$ cat src/hdl/psc_pkg.sv
`default_nettype none
package psc_pkg;

  // raw strap vector layout, one bit per strap pin
  localparam int RAW_W      = 16;
  localparam int POS_ARB    = 0;
  localparam int POS_BS_LO  = 1;
  localparam int BS_W       = 5;
  localparam int POS_CS_POL = 6;
  localparam int POS_ENDIAN = 7;
  localparam int POS_BOOT   = 8;
  localparam int POS_ND_LO  = 9;
  localparam int ND_W       = 5;
  localparam int POS_FS_LO  = 14;
  localparam int FS_W       = 2;

  // positions inside the 5-bit strap group
  localparam int BS_WE_STYLE  = 0;
  localparam int BS_PCI_MODE  = 1;
  localparam int BS_READ_MODE = 2;
  localparam int BS_WIDTH_LO  = 3;

  // all pins at their internal pull-up level
  localparam logic [RAW_W-1:0] RAW_RST = 16'hffff;

  localparam int MULT_W = 6;
  localparam int DIV_W  = 4;

  typedef enum logic [1:0] {
    PSC_CS1_W16 = 2'h0,
    PSC_CS1_W8  = 2'h1,
    PSC_CS1_RSV = 2'h2,
    PSC_CS1_W32 = 2'h3
  } psc_cs1_width_t;

  typedef enum logic [1:0] {
    PSC_ST_WAIT = 2'h0,
    PSC_ST_HOLD = 2'h1,
    PSC_ST_RUN  = 2'h2
  } psc_state_t;

  // output values while reset is applied (pull-up decode)
  localparam logic                 ARB_INT_RST    = 1'b1;
  localparam logic                 BYTE_LANE_RST  = 1'b0;
  localparam psc_cs1_width_t       CS1_WIDTH_RST  = PSC_CS1_W32;
  localparam logic                 CMD_DLY_RST    = 1'b0;
  localparam logic                 PCI_MODE_RST   = 1'b1;
  localparam logic                 CS_LOW_RST     = 1'b1;
  localparam logic                 LITTLE_END_RST = 1'b1;
  localparam logic                 FLASH_BOOT_RST = 1'b1;
  localparam logic [ND_W-1:0]      ND_RST         = 5'h1f;
  localparam logic [MULT_W-1:0]    MULT_RST       = 6'h20;
  localparam logic [FS_W-1:0]      FS_RST         = 2'h1;
  localparam logic [DIV_W-1:0]     DIV_RST        = 4'h2;

endpackage : psc_pkg
`default_nettype wire

$ cat src/hdl/psc_strap_sampler.sv
`default_nettype none
module psc_strap_sampler (
  input  wire logic                      mclk,
  input  wire logic                      rst,
  input  wire logic [psc_pkg::RAW_W-1:0] pins,
  output var  logic [psc_pkg::RAW_W-1:0] raw_q,
  output var  logic                      taken_q,
  output var  logic                      done_q
);
  import psc_pkg::*;

  // one sample on the first edge after reset release
  always_ff @(posedge mclk) begin
    if (rst) begin
      raw_q   <= RAW_RST;
      taken_q <= 1'b0;
      done_q  <= 1'b0;
    end else begin
      taken_q <= 1'b0;
      if (!done_q) begin
        raw_q   <= pins;
        taken_q <= 1'b1;
        done_q  <= 1'b1;
      end
    end
  end
endmodule : psc_strap_sampler
`default_nettype wire

$ cat src/hdl/psc_powerup_config.sv
`default_nettype none
module psc_powerup_config (
  input  wire logic                       mclk,
  input  wire logic                       rst,
  input  wire logic                       arb_select_pin,
  input  wire logic [psc_pkg::BS_W-1:0]   boot_strap_pins,
  input  wire logic                       cs_polarity_pin,
  input  wire logic                       byte_order_pin,
  input  wire logic                       boot_status_i,
  output var  logic                       boot_status_o,
  output var  logic                       boot_status_oe_n,
  input  wire logic [psc_pkg::ND_W-1:0]   pll_mult_pins,
  input  wire logic [psc_pkg::FS_W-1:0]   pll_div_pins,
  input  wire logic                       cpu_released,
  output var  logic                       cfg_valid_q,
  output var  logic                       pci_arb_internal_q,
  output var  logic                       cs1_byte_lane_en_q,
  output var  psc_pkg::psc_cs1_width_t    cs1_width_q,
  output var  logic                       cs1_width_rsv_q,
  output var  logic                       cmd_delayed_read_q,
  output var  logic                       read_mode_rsv_q,
  output var  logic                       pci_mode_q,
  output var  logic                       cs_active_low_q,
  output var  logic                       little_endian_q,
  output var  logic                       boot_from_flash_q,
  output var  logic [psc_pkg::ND_W-1:0]   pll_multiplier_field_q,
  output var  logic [psc_pkg::MULT_W-1:0] pll_multiplier_q,
  output var  logic [psc_pkg::FS_W-1:0]   pll_output_divider_field_q,
  output var  logic [psc_pkg::DIV_W-1:0]  pll_divide_by_q,
  output var  logic                       cpu_run_q
);
  import psc_pkg::*;

  logic [RAW_W-1:0] pins;
  logic [RAW_W-1:0] raw;
  logic             taken;
  logic [BS_W-1:0]  bs;
  logic [ND_W-1:0]  nd;
  logic [FS_W-1:0]  fs_pins;
  logic [FS_W-1:0]  fs_code;
  psc_state_t       state_q;
  psc_state_t       state_d;
  logic             serial_release;

  assign pins = {pll_div_pins, pll_mult_pins, boot_status_i, byte_order_pin,
                 cs_polarity_pin, boot_strap_pins, arb_select_pin};

  psc_strap_sampler u_sampler (
    .mclk    (mclk),
    .rst     (rst),
    .pins    (pins),
    .raw_q   (raw),
    .taken_q (taken),
    .done_q  ()
  );

  assign bs      = raw[POS_BS_LO +: BS_W];
  assign nd      = raw[POS_ND_LO +: ND_W];
  assign fs_pins = raw[POS_FS_LO +: FS_W];
  // pin pair 10,11,00,01 maps to code 00,01,10,11
  assign fs_code = {~fs_pins[1], fs_pins[0]};

  // decoded configuration, loaded once from the captured vector
  always_ff @(posedge mclk) begin
    if (rst) begin
      cfg_valid_q                <= 1'b0;
      pci_arb_internal_q         <= ARB_INT_RST;
      cs1_byte_lane_en_q         <= BYTE_LANE_RST;
      cs1_width_q                <= CS1_WIDTH_RST;
      cs1_width_rsv_q            <= 1'b0;
      cmd_delayed_read_q         <= CMD_DLY_RST;
      read_mode_rsv_q            <= 1'b0;
      pci_mode_q                 <= PCI_MODE_RST;
      cs_active_low_q            <= CS_LOW_RST;
      little_endian_q            <= LITTLE_END_RST;
      boot_from_flash_q          <= FLASH_BOOT_RST;
      pll_multiplier_field_q     <= ND_RST;
      pll_multiplier_q           <= MULT_RST;
      pll_output_divider_field_q <= FS_RST;
      pll_divide_by_q            <= DIV_RST;
    end else if (taken) begin
      cfg_valid_q                <= 1'b1;
      pci_arb_internal_q         <= raw[POS_ARB];
      cs1_byte_lane_en_q         <= ~bs[BS_WE_STYLE];
      cs1_width_q                <= psc_cs1_width_t'(bs[BS_WIDTH_LO +: 2]);
      cs1_width_rsv_q            <= (bs[BS_WIDTH_LO +: 2] == PSC_CS1_RSV);
      cmd_delayed_read_q         <= ~bs[BS_READ_MODE];
      // high level is an unsupported board setting, flagged
      read_mode_rsv_q            <= bs[BS_READ_MODE];
      pci_mode_q                 <= bs[BS_PCI_MODE];
      cs_active_low_q            <= raw[POS_CS_POL];
      little_endian_q            <= raw[POS_ENDIAN];
      boot_from_flash_q          <= raw[POS_BOOT];
      pll_multiplier_field_q     <= nd;
      pll_multiplier_q           <= {1'b0, nd} + 6'h01;
      pll_output_divider_field_q <= fs_code;
      pll_divide_by_q            <= 4'h1 << fs_code;
    end
  end

  // boot sequencing: wait for capture, hold cpu, then run
  assign serial_release = cpu_released && !boot_from_flash_q;

  always_comb begin
    state_d = state_q;
    unique case (state_q)
      PSC_ST_WAIT: begin
        if (taken) begin
          state_d = PSC_ST_HOLD;
        end
      end
      PSC_ST_HOLD: begin
        if (cpu_released) begin
          state_d = PSC_ST_RUN;
        end
      end
      PSC_ST_RUN: begin
        state_d = PSC_ST_RUN;
      end
      default: begin
        state_d = PSC_ST_WAIT;
      end
    endcase
  end

  always_ff @(posedge mclk) begin
    if (rst) begin
      state_q <= PSC_ST_WAIT;
    end else begin
      state_q <= state_d;
    end
  end

  always_ff @(posedge mclk) begin
    if (rst) begin
      cpu_run_q <= 1'b0;
    end else if (state_q == PSC_ST_HOLD && cpu_released) begin
      cpu_run_q <= 1'b1;
    end
  end

  // boot-status pin: input until a serial boot finishes, then driven high
  always_ff @(posedge mclk) begin
    if (rst) begin
      boot_status_o    <= 1'b1;
      boot_status_oe_n <= 1'b1;
    end else begin
      boot_status_o <= 1'b1;
      if (state_q == PSC_ST_HOLD && serial_release) begin
        boot_status_oe_n <= 1'b0;
      end
    end
  end
endmodule : psc_powerup_config
`default_nettype wire

$ cat config.mk
export PLATFORM = sky130hd
export DESIGN_NAME = psc_powerup_config
export DESIGN_NICKNAME = d
export VERILOG_FILES = /design/src/hdl/psc_pkg.sv /design/src/hdl/psc_strap_sampler.sv /design/src/hdl/psc_powerup_config.sv
export SDC_FILE = /design/constraint.sdc
export NUM_CORES = 1
export LEC_CHECK = 0
export BUFFER_PORTS_ARGS = -buffer_cell sky130_fd_sc_hd__clkbuf_2
export CORE_MARGIN = 10
export CORE_UTILIZATION = 55
export DETAILED_ROUTE_END_ITERATION = 16
export GPL_TIMING_DRIVEN = 0
export HOLD_SLACK_MARGIN = 0.08
export PLACE_DENSITY_LB_ADDON = 0.3
export SYNTH_ARGS = -nofsm -noshare
export SYNTH_HDL_FRONTEND = slang
export SYNTH_SLANG_ARGS = --single-unit
$ cat constraint.sdc
create_clock -name mclk -period 2.9 [get_ports mclk]
set_input_delay 0.29 -clock mclk [delete_from_list [all_inputs] [get_ports mclk]]
set_output_delay 0.29 -clock mclk [all_outputs]
set_load 0.02 [all_outputs]
==> results of run 1 <==
state kept, by name (all words and copies together), names as in the netlist, 2 cells and up:
signal                      flops
pll_multiplier_q                6
pll_divide_by_q                 4
pll_output_divider_field_q      2
cs1_width_q                     2
u_sampler.raw_q                16
state_q                         2
pll_multiplier_field_q          5
power breakdown:
part           leakage (nW)  total (mW)  internal, mW  switching [mW]
Sequential            0.419       0.775         0.746          0.0297
Clock                0.0293       0.294        0.0949           0.199
Combinational         0.571       0.222        0.0980           0.124
Total                  1.02        1.29         0.938           0.353
placed cells by master, fill, tap and decap left out, drive strengths merged:
| cell | n |
|---|---|
| a211oi | 4 |
| a21oi | 11 |
| buf | 7 |
| clkbuf | 61 |
| clkinv | 1 |
| conb | 1 |
| dfxtp | 51 |
| ha | 4 |
| inv | 5 |
| mux2i | 31 |
| nand2 | 34 |
| nand3 | 5 |
| nand3b | 1 |
| nor2 | 15 |
| nor2b | 4 |
| nor3b | 1 |
| o21ai | 5 |
| or3 | 1 |
| or3b | 2 |
| xnor2 | 1 |
| xor2 | 2 |
kinds of logic (layout without fill, tap and decap cells):
group | Yosys count | in the layout | synth area share (%)
other | 1 | 1 | 0.1998
adder cells (fa/ha/maj) | 4 | 4 | 2.667
multiplexers | 31 | 31 | 16.53
AND/OR/NAND/NOR | 63 | 63 | 14.53
flip-flops | 51 | 51 | 54.40
XOR/XNOR | 3 | 3 | 1.400
AO/OA/AOI/OAI | 20 | 20 | 5.866
buffers and inverters | 17 | 74 | 4.400
worst paths after layout:
| path | cells past startpoint | slack (ps) | from | endpoint |
|---|---|---|---|---|
| max | 5 | 1530 | state_q[0]$_SDFFE_PP0P_ | state_q[1]$_SDFFE_PP0P_ |
| min | 3 | 130 | pll_mult_pins[1] | u_sampler.raw_q[10]$_SDFFE_PP1N_ |
| max reg2reg | 5 | 1530 | state_q[0]$_SDFFE_PP0P_ | state_q[1]$_SDFFE_PP0P_ |
| min reg2reg | 1 | 450 | u_sampler.raw_q[1]$_SDFFE_PP1N_ | cs1_byte_lane_en_q$_SDFFE_PP0P_ |
worst min-delay path: cells and delay by family:
| family | cells | cell delay (ps) |
|---|---|---|
| buf+inv | 1 | 70 |
| mux | 1 | 50 |
| simple gates | 1 | 50 |
metal layers:
metal  up-vias  wire [um]  GRT usage, %
li1        741          -             -
met1       645       1785         15.58
met2        44       1731         20.56
met3         5        354         5.923
met4         0         34         4.839
met5         -          0             0
layout make-up:
| type | instances | share of cell area [%] |
|---|---|---|
| tap | 46 | 2.581 |
| timing repair buffer | 49 | 11.00 |
| sequential | 51 | 45.79 |
| inverter | 5 | 0.8418 |
| buffer | 12 | 2.862 |
| clock inverter | 1 | 0.2245 |
| multi-input combinational | 122 | 34.68 |
| clock buffer | 7 | 2.020 |
==> metrics.md, run 1 <==
| Metric | Value |
|---|---|
| Critical-path top delay cell | sky130_fd_sc_hd__dfxtp_1 |
| Data arrival time at the worst-slack endpoint | 1660 ps |
| Clock sinks | 51 |
| Top-count cell post-synth | sky130_fd_sc_hd__dfxtp_1 |
| Number of enable-type register cells in the synthesized netlist | 0 |
| Minimum setup slack in the final design | roughly 1500 ps |
| Initial antenna violation count | 0 |
| Number of rows created at floorplan | 21 |
| CTS Buf Count | 5 |
| TritonCTS clock tree | built |
| HPWL after detailed placement | around 3000 um |
| Family of cells with the greatest summed delay on the critical path | simple AND/OR/NAND/NOR gates |
| Final worst hold slack | 131.6 ps |
| Via count of the first global-routing pass | about 1400 |
| Largest area contributor in the netlist | sky130_fd_sc_hd__dfxtp_1 |
| Remaining antenna violation count | 0 |
| Unrepaired setup endpoints after global routing | false |
| YS warnings | 0 |
| Peak VDD IR | about 0.35 mV |
| Count of routing violations after the opening detailed-route iteration | 47 |
| Pins over their slew limit | 0 |
| Length of the first detailed-routing pass in iterations | 4 |
| CORE AREA | between 3000 and 4000 um2 |
| Global-route wire length before repair | 6658 um |
| Final Non-Filler Cells | ~290 |
| Mean number of vias per cell | just under 5 |
| Async set-reset flop share out of synthesis | 0% |
| Critical Path RT | around 3200 ps |
| Post-synthesis sequential area ratio | about 54% |
| Cell Count Post-Placement | ~290 |
| Pin count of the biggest net entering global routing | 15 |
| Top-level I/O count | 51 |
| Leading cell types by count after synthesis | 51 x sky130_fd_sc_hd__dfxtp_1, 34 x sky130_fd_sc_hd__nand2_1, 31 x sky130_fd_sc_hd__mux2i_1, 15 x sky130_fd_sc_hd__nor2_1, 11 x sky130_fd_sc_hd__a21oi_1 |
| Diode count | 0 |
| Starting density of the core | roughly 57% |
| Post-cts repair resize count | 0 |
| Die Footprint | 6149 um2 |
| Number of hold violations in the final report | 0 |
| IO Port Bufs | between 40 and 50 |
| Critical Path End Type | flip-flop |
| Reg clk slew, reported paths | 130 ps |
| GPL Wtd Cong | approximately 0.73 |
| Wirelength per Cell | between 10 and 15 um |
| DRC violation count after routing | 0 |
| Average footprint of a synthesized cell | a little under 10 um2 |
| Detailed-route via count | between 1000 and 1500 |
| Total Routing Usage GR | between 10% and 20% |
| Synth cell types | 22 |
| Cell area after layout | between 2000 and 2500 um2 |
| Post-CTS Repair Setup Buffers | 0 |
| Most instantiated flip-flop cell in the synthesis netlist | sky130_fd_sc_hd__dfxtp_1 |
| Power density over cell area | a little under 600 nW/um2 |
| Fill cells | between 300 and 400 |
| Maximum Capacitance Violations | 0 |
| Worst min-delay path category | input pin to flip-flop |
| Critical path buffers and inverters | 1 |
| Relative area change from synthesis to final layout | 18.80% |
| Biggest fanout along the worst timing path | 4 |
| Clock Tree Buf Depth | 2 |
| Nets in the synthesized netlist | approximately 210 |
| Clock insertion delay at the later pin of the skew report | about 360 ps |
| Startpoint kind of the worst setup timing path | flip-flop |
| Outcome | finished, final reports clean |
| Final setup vio count | 0 |
| Static leakage | between 1 and 1.5 nW |
| Clock root cell | sky130_fd_sc_hd__clkbuf_4 |
| Largest stage delay, worst path | around 390 ps |
| Flip-flop and latch area | slightly above 1000 um2 |
| Setup TNS Final | 0 ps |
| Area of the mapped netlist | between 1500 and 2000 um2 |
| Cell Chain, Critical Path | inv_1 > ha_1 > nor2b_1 > or3b_1 > a21oi_1 |
| Min Tclk post-route | roughly 1400 ps |
| Placed cell areas | 2180 um2 |
| Area share of the largest cell type after synthesis | between 50% and 60% |
| Worst-case setup slack after placement | ~1600 ps |
| # nets final | 269 |
| Overall die width | between 70 and 80 um |
| Worst Path Class, Setup | flip-flop to flip-flop |
| Aggregate routed wire length | slightly below 4000 um |
| Clock Skews | ~5.5 ps |
| Core Util, Final | between 60% and 70% |
| Global route total overflow | 0 |
| Biggest area contributors in the synthesized netlist | sky130_fd_sc_hd__dfxtp_1 54%, sky130_fd_sc_hd__mux2i_1 17%, sky130_fd_sc_hd__nand2_1 6.8%, sky130_fd_sc_hd__nor2_1 3.0%, sky130_fd_sc_hd__a21oi_1 2.9% |
| Power consumption | 1.292 mW |
| Crit share post-route | between 40 and 50% |
| Gate count of the mapped netlist | 190 |
| Hold-fix buffer count after cts | 0 |
| Fmax | 0.7279 GHz |
| Register bit total from synthesis | approximately 50 |
| Ratio of cells with drive above 1 in the final layout | between 20% and 30% |
| Die height | between 70 and 80 um |
| Multi-input gate area in the final layout | 773.2 um2 |
| # H-tree levels | 2 |
No activity file was read; power rests on OpenSTA's default activity.
==> inputs of run 2 (changes only) <==
--- a/config.mk
+++ b/config.mk
@@ -7,7 +7,7 @@
 export LEC_CHECK = 0
 export BUFFER_PORTS_ARGS = -buffer_cell sky130_fd_sc_hd__clkbuf_2
 export CORE_MARGIN = 10
-export CORE_UTILIZATION = 55
+export CORE_UTILIZATION = 46
 export DETAILED_ROUTE_END_ITERATION = 16
 export GPL_TIMING_DRIVEN = 0
 export HOLD_SLACK_MARGIN = 0.08
==> constraint.sdc (replaced) <==
create_clock -name mclk -period 1.19 [get_ports mclk]
set_input_delay 0.119 -clock mclk [delete_from_list [all_inputs] [get_ports mclk]]
set_output_delay 0.119 -clock mclk [all_outputs]
set_load 0.02 [all_outputs]
==> metrics.md, run 2 (synthesized netlist as in run 1, its figures left out) <==
| Metric | Value |
|---|---|
| Overall die width | 83.88 um (was 78.42 um) |
| Cell Chain, Critical Path | inv_2 > ha_4 > nor2b_4 > or3b_1 > a21oi_1 (was inv_1 > ha_1 > nor2b_1 > or3b_1 > a21oi_1) |
| Crit share post-route | 104.6% (was 47.37%) |
| Depth of the critical timing path with buffers and inverters included | 5 (unchanged) |
| Peak VDD IR | 1.048 mV (was 0.3470 mV) |
| Power density over cell area | 1478 nW/um2 (was 579.3 nW/um2) |
| # nets final | 287 (was 269) |
| CORE AREA | 3971 um2 (was 3311 um2) |
| Outcome | finished with violations (was finished, final reports clean) |
| Fill cells | 347 (was 301) |
| Core Util, Final | 63.67% (was 67.35%) |
| Die height | 83.88 um (was 78.42 um) |
| Biggest fanout along the worst timing path | 4 (unchanged) |
| Critical Path RT | 1410 ps (was 3190 ps) |
| CTS Buf Count | 5 (unchanged) |
| Clock power frac | 30.6% (was 22.8%) |
| Initial antenna violation count | 0 (unchanged) |
| Min Tclk post-route | 1245 ps (was 1374 ps) |
| Detailed-route via count | 1532 (was 1435) |
| Clock sinks | 51 (unchanged) |
| Net Switching | 0.9480 mW (was 0.3531 mW) |
| Power consumption | 3.738 mW (was 1.292 mW) |
| Switching part of the total | 25.36% (was 27.34%) |
| Flip-flop and latch area | 1026 um2 (was 1021 um2) |
| Global-route wire length before repair | 7507 um (was 6658 um) |
| Mean number of vias per cell | 4.879 (was 4.898) |
| Clock Tree Buf Depth | 2 (unchanged) |
| Critical R2R Capture | state_q[1]$_SDFFE_PP0P_ (unchanged) |
| Fmax | 0.8031 GHz (was 0.7279 GHz) |
| Placed cell areas | 2205 um2 (was 2180 um2) |
| Die Footprint | 7035 um2 (was 6149 um2) |
| Clock Skews | 11.48 ps (was 5.549 ps) |
| GPL Wtd Cong | 0.7029 (was 0.7347) |
| R2R setup slack | -60 ps (was 1530 ps) |
| Ratio of cells with drive above 1 in the final layout | 28.79% (was 25.51%) |
| Global route total overflow | 0 (unchanged) |
| IO Port Bufs | 49 (unchanged) |
| Starting density of the core | 47.26% (was 56.69%) |
| Number of cells traversed by the worst register-to-register path | 5 (unchanged) |
| Critical path buffers and inverters | 1 (unchanged) |
| Worst setup path startpoint | state_q[0]$_SDFFE_PP0P_ (unchanged) |
| Length of the first detailed-routing pass in iterations | 4 (unchanged) |
| Part of the total power dissipated in combinational logic | 18.6% (was 17.2%) |
| Worst Path Class, Setup | flip-flop to flip-flop (unchanged) |
| # H-tree levels | 2 (unchanged) |
| Remaining antenna violation count | 0 (unchanged) |
| DRC violation count after routing | 0 (unchanged) |
| Aggregate routed wire length | 4385 um (was 3906 um) |
| Pins over their slew limit | 0 (unchanged) |
| HPWL after detailed placement | 3114 um (was 2996 um) |
| Final setup vio count | 2 (was 0) |
| Startpoint kind of the worst setup timing path | flip-flop (unchanged) |
| Via count of the first global-routing pass | 1579 (was 1440) |
| Clock root cell | sky130_fd_sc_hd__clkbuf_8 (was sky130_fd_sc_hd__clkbuf_4) |
| Most frequent cells in the layout | 49 x sky130_fd_sc_hd__clkbuf_2, 47 x sky130_fd_sc_hd__dfxtp_1, 34 x sky130_fd_sc_hd__nand2_1, 31 x sky130_fd_sc_hd__mux2i_1, 17 x sky130_fd_sc_hd__dlygate4sd3_1 (was 51 x sky130_fd_sc_hd__dfxtp_1, 49 x sky130_fd_sc_hd__clkbuf_2, 34 x sky130_fd_sc_hd__nand2_1, 31 x sky130_fd_sc_hd__mux2i_1, 15 x sky130_fd_sc_hd__nor2_1) |
| Data arrival time at the worst-slack endpoint | 1460 ps (was 1660 ps) |
| Maximum Capacitance Violations | 0 (unchanged) |
| TritonCTS clock tree | built (unchanged) |
| Unrepaired setup endpoints after global routing | true (was false) |
| Critical-path top delay cell | sky130_fd_sc_hd__or3b_1 (was sky130_fd_sc_hd__dfxtp_1) |
| Number of rows created at floorplan | 23 (was 21) |
| Diode count | 0 (unchanged) |
| Number of hold violations in the final report | 0 (unchanged) |
| Largest stage delay, worst path | 370 ps (was 390 ps) |
| Clock insertion delay at the later pin of the skew report | 300 ps (was 360 ps) |
| Seq pwr share | 50.8% (was 60.0%) |
| Register with the most flip-flops | u_sampler.raw_q (unchanged) |
| Internal power consumption | 2.790 mW (was 0.9384 mW) |
| Cell area after layout | 2529 um2 (was 2230 um2) |
| Worst slew slack as a fraction of its limit | between 60% and 70% |
| Most common cell after layout, fill and taps aside | sky130_fd_sc_hd__clkbuf_2 (was sky130_fd_sc_hd__dfxtp_1) |
| Setup TNS Final | -106.1 ps (was 0 ps) |
| Critical R2R Launch | state_q[0]$_SDFFE_PP0P_ (unchanged) |
| Wirelength per Cell | 13.96 um (was 13.33 um) |
| Count of routing violations after the opening detailed-route iteration | 74 (was 47) |
| Static leakage | 1.133 nW (was 1.020 nW) |
| Relative area change from synthesis to final layout | 34.73% (was 18.80%) |
| Family of cells with the greatest summed delay on the critical path | simple AND/OR/NAND/NOR gates (unchanged) |
| Minimum setup slack in the final design | -55.10 ps (was 1526 ps) |
| Transition at the pin with the smallest max-transition slack | approximately 560 ps |
| Worst min-delay path category | input pin to flip-flop (unchanged) |
| Registers with the highest flip-flop counts | u_sampler.raw_q (16), pll_multiplier_q (6), pll_multiplier_field_q (5) (unchanged) |
| Pin count of the biggest net entering global routing | 15 (unchanged) |
| Top-level I/O count | 51 (unchanged) |
| Multi-input gate area in the final layout | 812.0 um2 (was 773.2 um2) |
| Reg clk slew, reported paths | 90 ps (was 130 ps) |
| Total Routing Usage GR | 12.89% (was 13.17%) |
| Critical Path End Type | flip-flop (unchanged) |
| Max reg flops | 16 (unchanged) |
| Violated checks | setup timing |
| Critical Path Sink | state_q[1]$_SDFFE_PP0P_ (unchanged) |
-- run 2: cell types whose count changed in the layout (fill, tap and decap cells not counted), sizes merged --
cell	change
dlygate4sd3	+17
buf	+1
bufinv	+1
clkbuf	-1
clkinv	-1
-- run 2: area by class of cell --
cell class,instances,area share [%]
clock buffer,6,2.870
buffer,12,3.315
sequential,51,40.57
multi-input combinational,122,32.11
inverter,5,0.7422
timing repair buffer,67,16.72
tap,50,2.474
clock inverter,1,1.188
-- run 2: routing by layer --
layer	vias to the layer above	wire length, um	GRT usage, %	share of wire [%]
li1	778	-	-	-
met1	707	1917	13.90	44
met2	43	2162	21.88	49
met3	4	266	5.762	6.1
met4	0	38	4.262	0.87
met5	-	0	0	0
-- run 2: power groups by stage --
stage	clock network (mW)	registers, mW	logic, mW
after floorplan	0	1.98	0.381
after global placement	0	1.93	0.576
after detailed placement	0	1.94	0.591
after CTS	1.17	1.90	0.663
after global routing	1.23	1.91	0.779
final	1.14	1.90	0.695
-- run 2: metrics by stage --
step	instances	setup slack (ps)	hold slack (ps)
final	314	-55.10	147.4
after global routing	314	-116.7	183.2
after CTS	314	-52.40	140.3
after detailed placement	289	-57.31	332.9
after global placement	289	-38.69	331.6
after floorplan	190	2.858	244.1
-- run 2: worst min path at each step --
stage	cells past startpoint	to	slack (ps)	start
2_1_floorplan	2	u_sampler.raw_q[0]$_SDFFE_PP1N_	240	arb_select_pin
3_3_place_gp	3	u_sampler.raw_q[10]$_SDFFE_PP1N_	330	pll_mult_pins[1]
3_5_place_dp	3	u_sampler.raw_q[10]$_SDFFE_PP1N_	330	pll_mult_pins[1]
4_1_cts	3	cpu_run_q$_SDFFE_PP0P_	140	cpu_released
5_1_grt	3	cpu_run_q$_SDFFE_PP0P_	180	cpu_released
6_report	3	cpu_run_q$_SDFFE_PP0P_	150	cpu_released
-- run 2: timing repair --
item                                   CTS  global route
gates resized for setup                  4             8
endpoints found under the hold margin   17             0
setup endpoints to repair               19             8
pin swaps                                4             1
cloned                                   0             0
hold buffers                            17             0
setup buffers                            1             0
-- run 2: worst reg2reg max path, stage by stage, from the launching register on --
cell	delay, ps
sky130_fd_sc_hd__dfxtp_2	360
sky130_fd_sc_hd__inv_2	50
sky130_fd_sc_hd__ha_4	140
sky130_fd_sc_hd__nor2b_4	120
sky130_fd_sc_hd__or3b_1	370
sky130_fd_sc_hd__a21oi_1	120
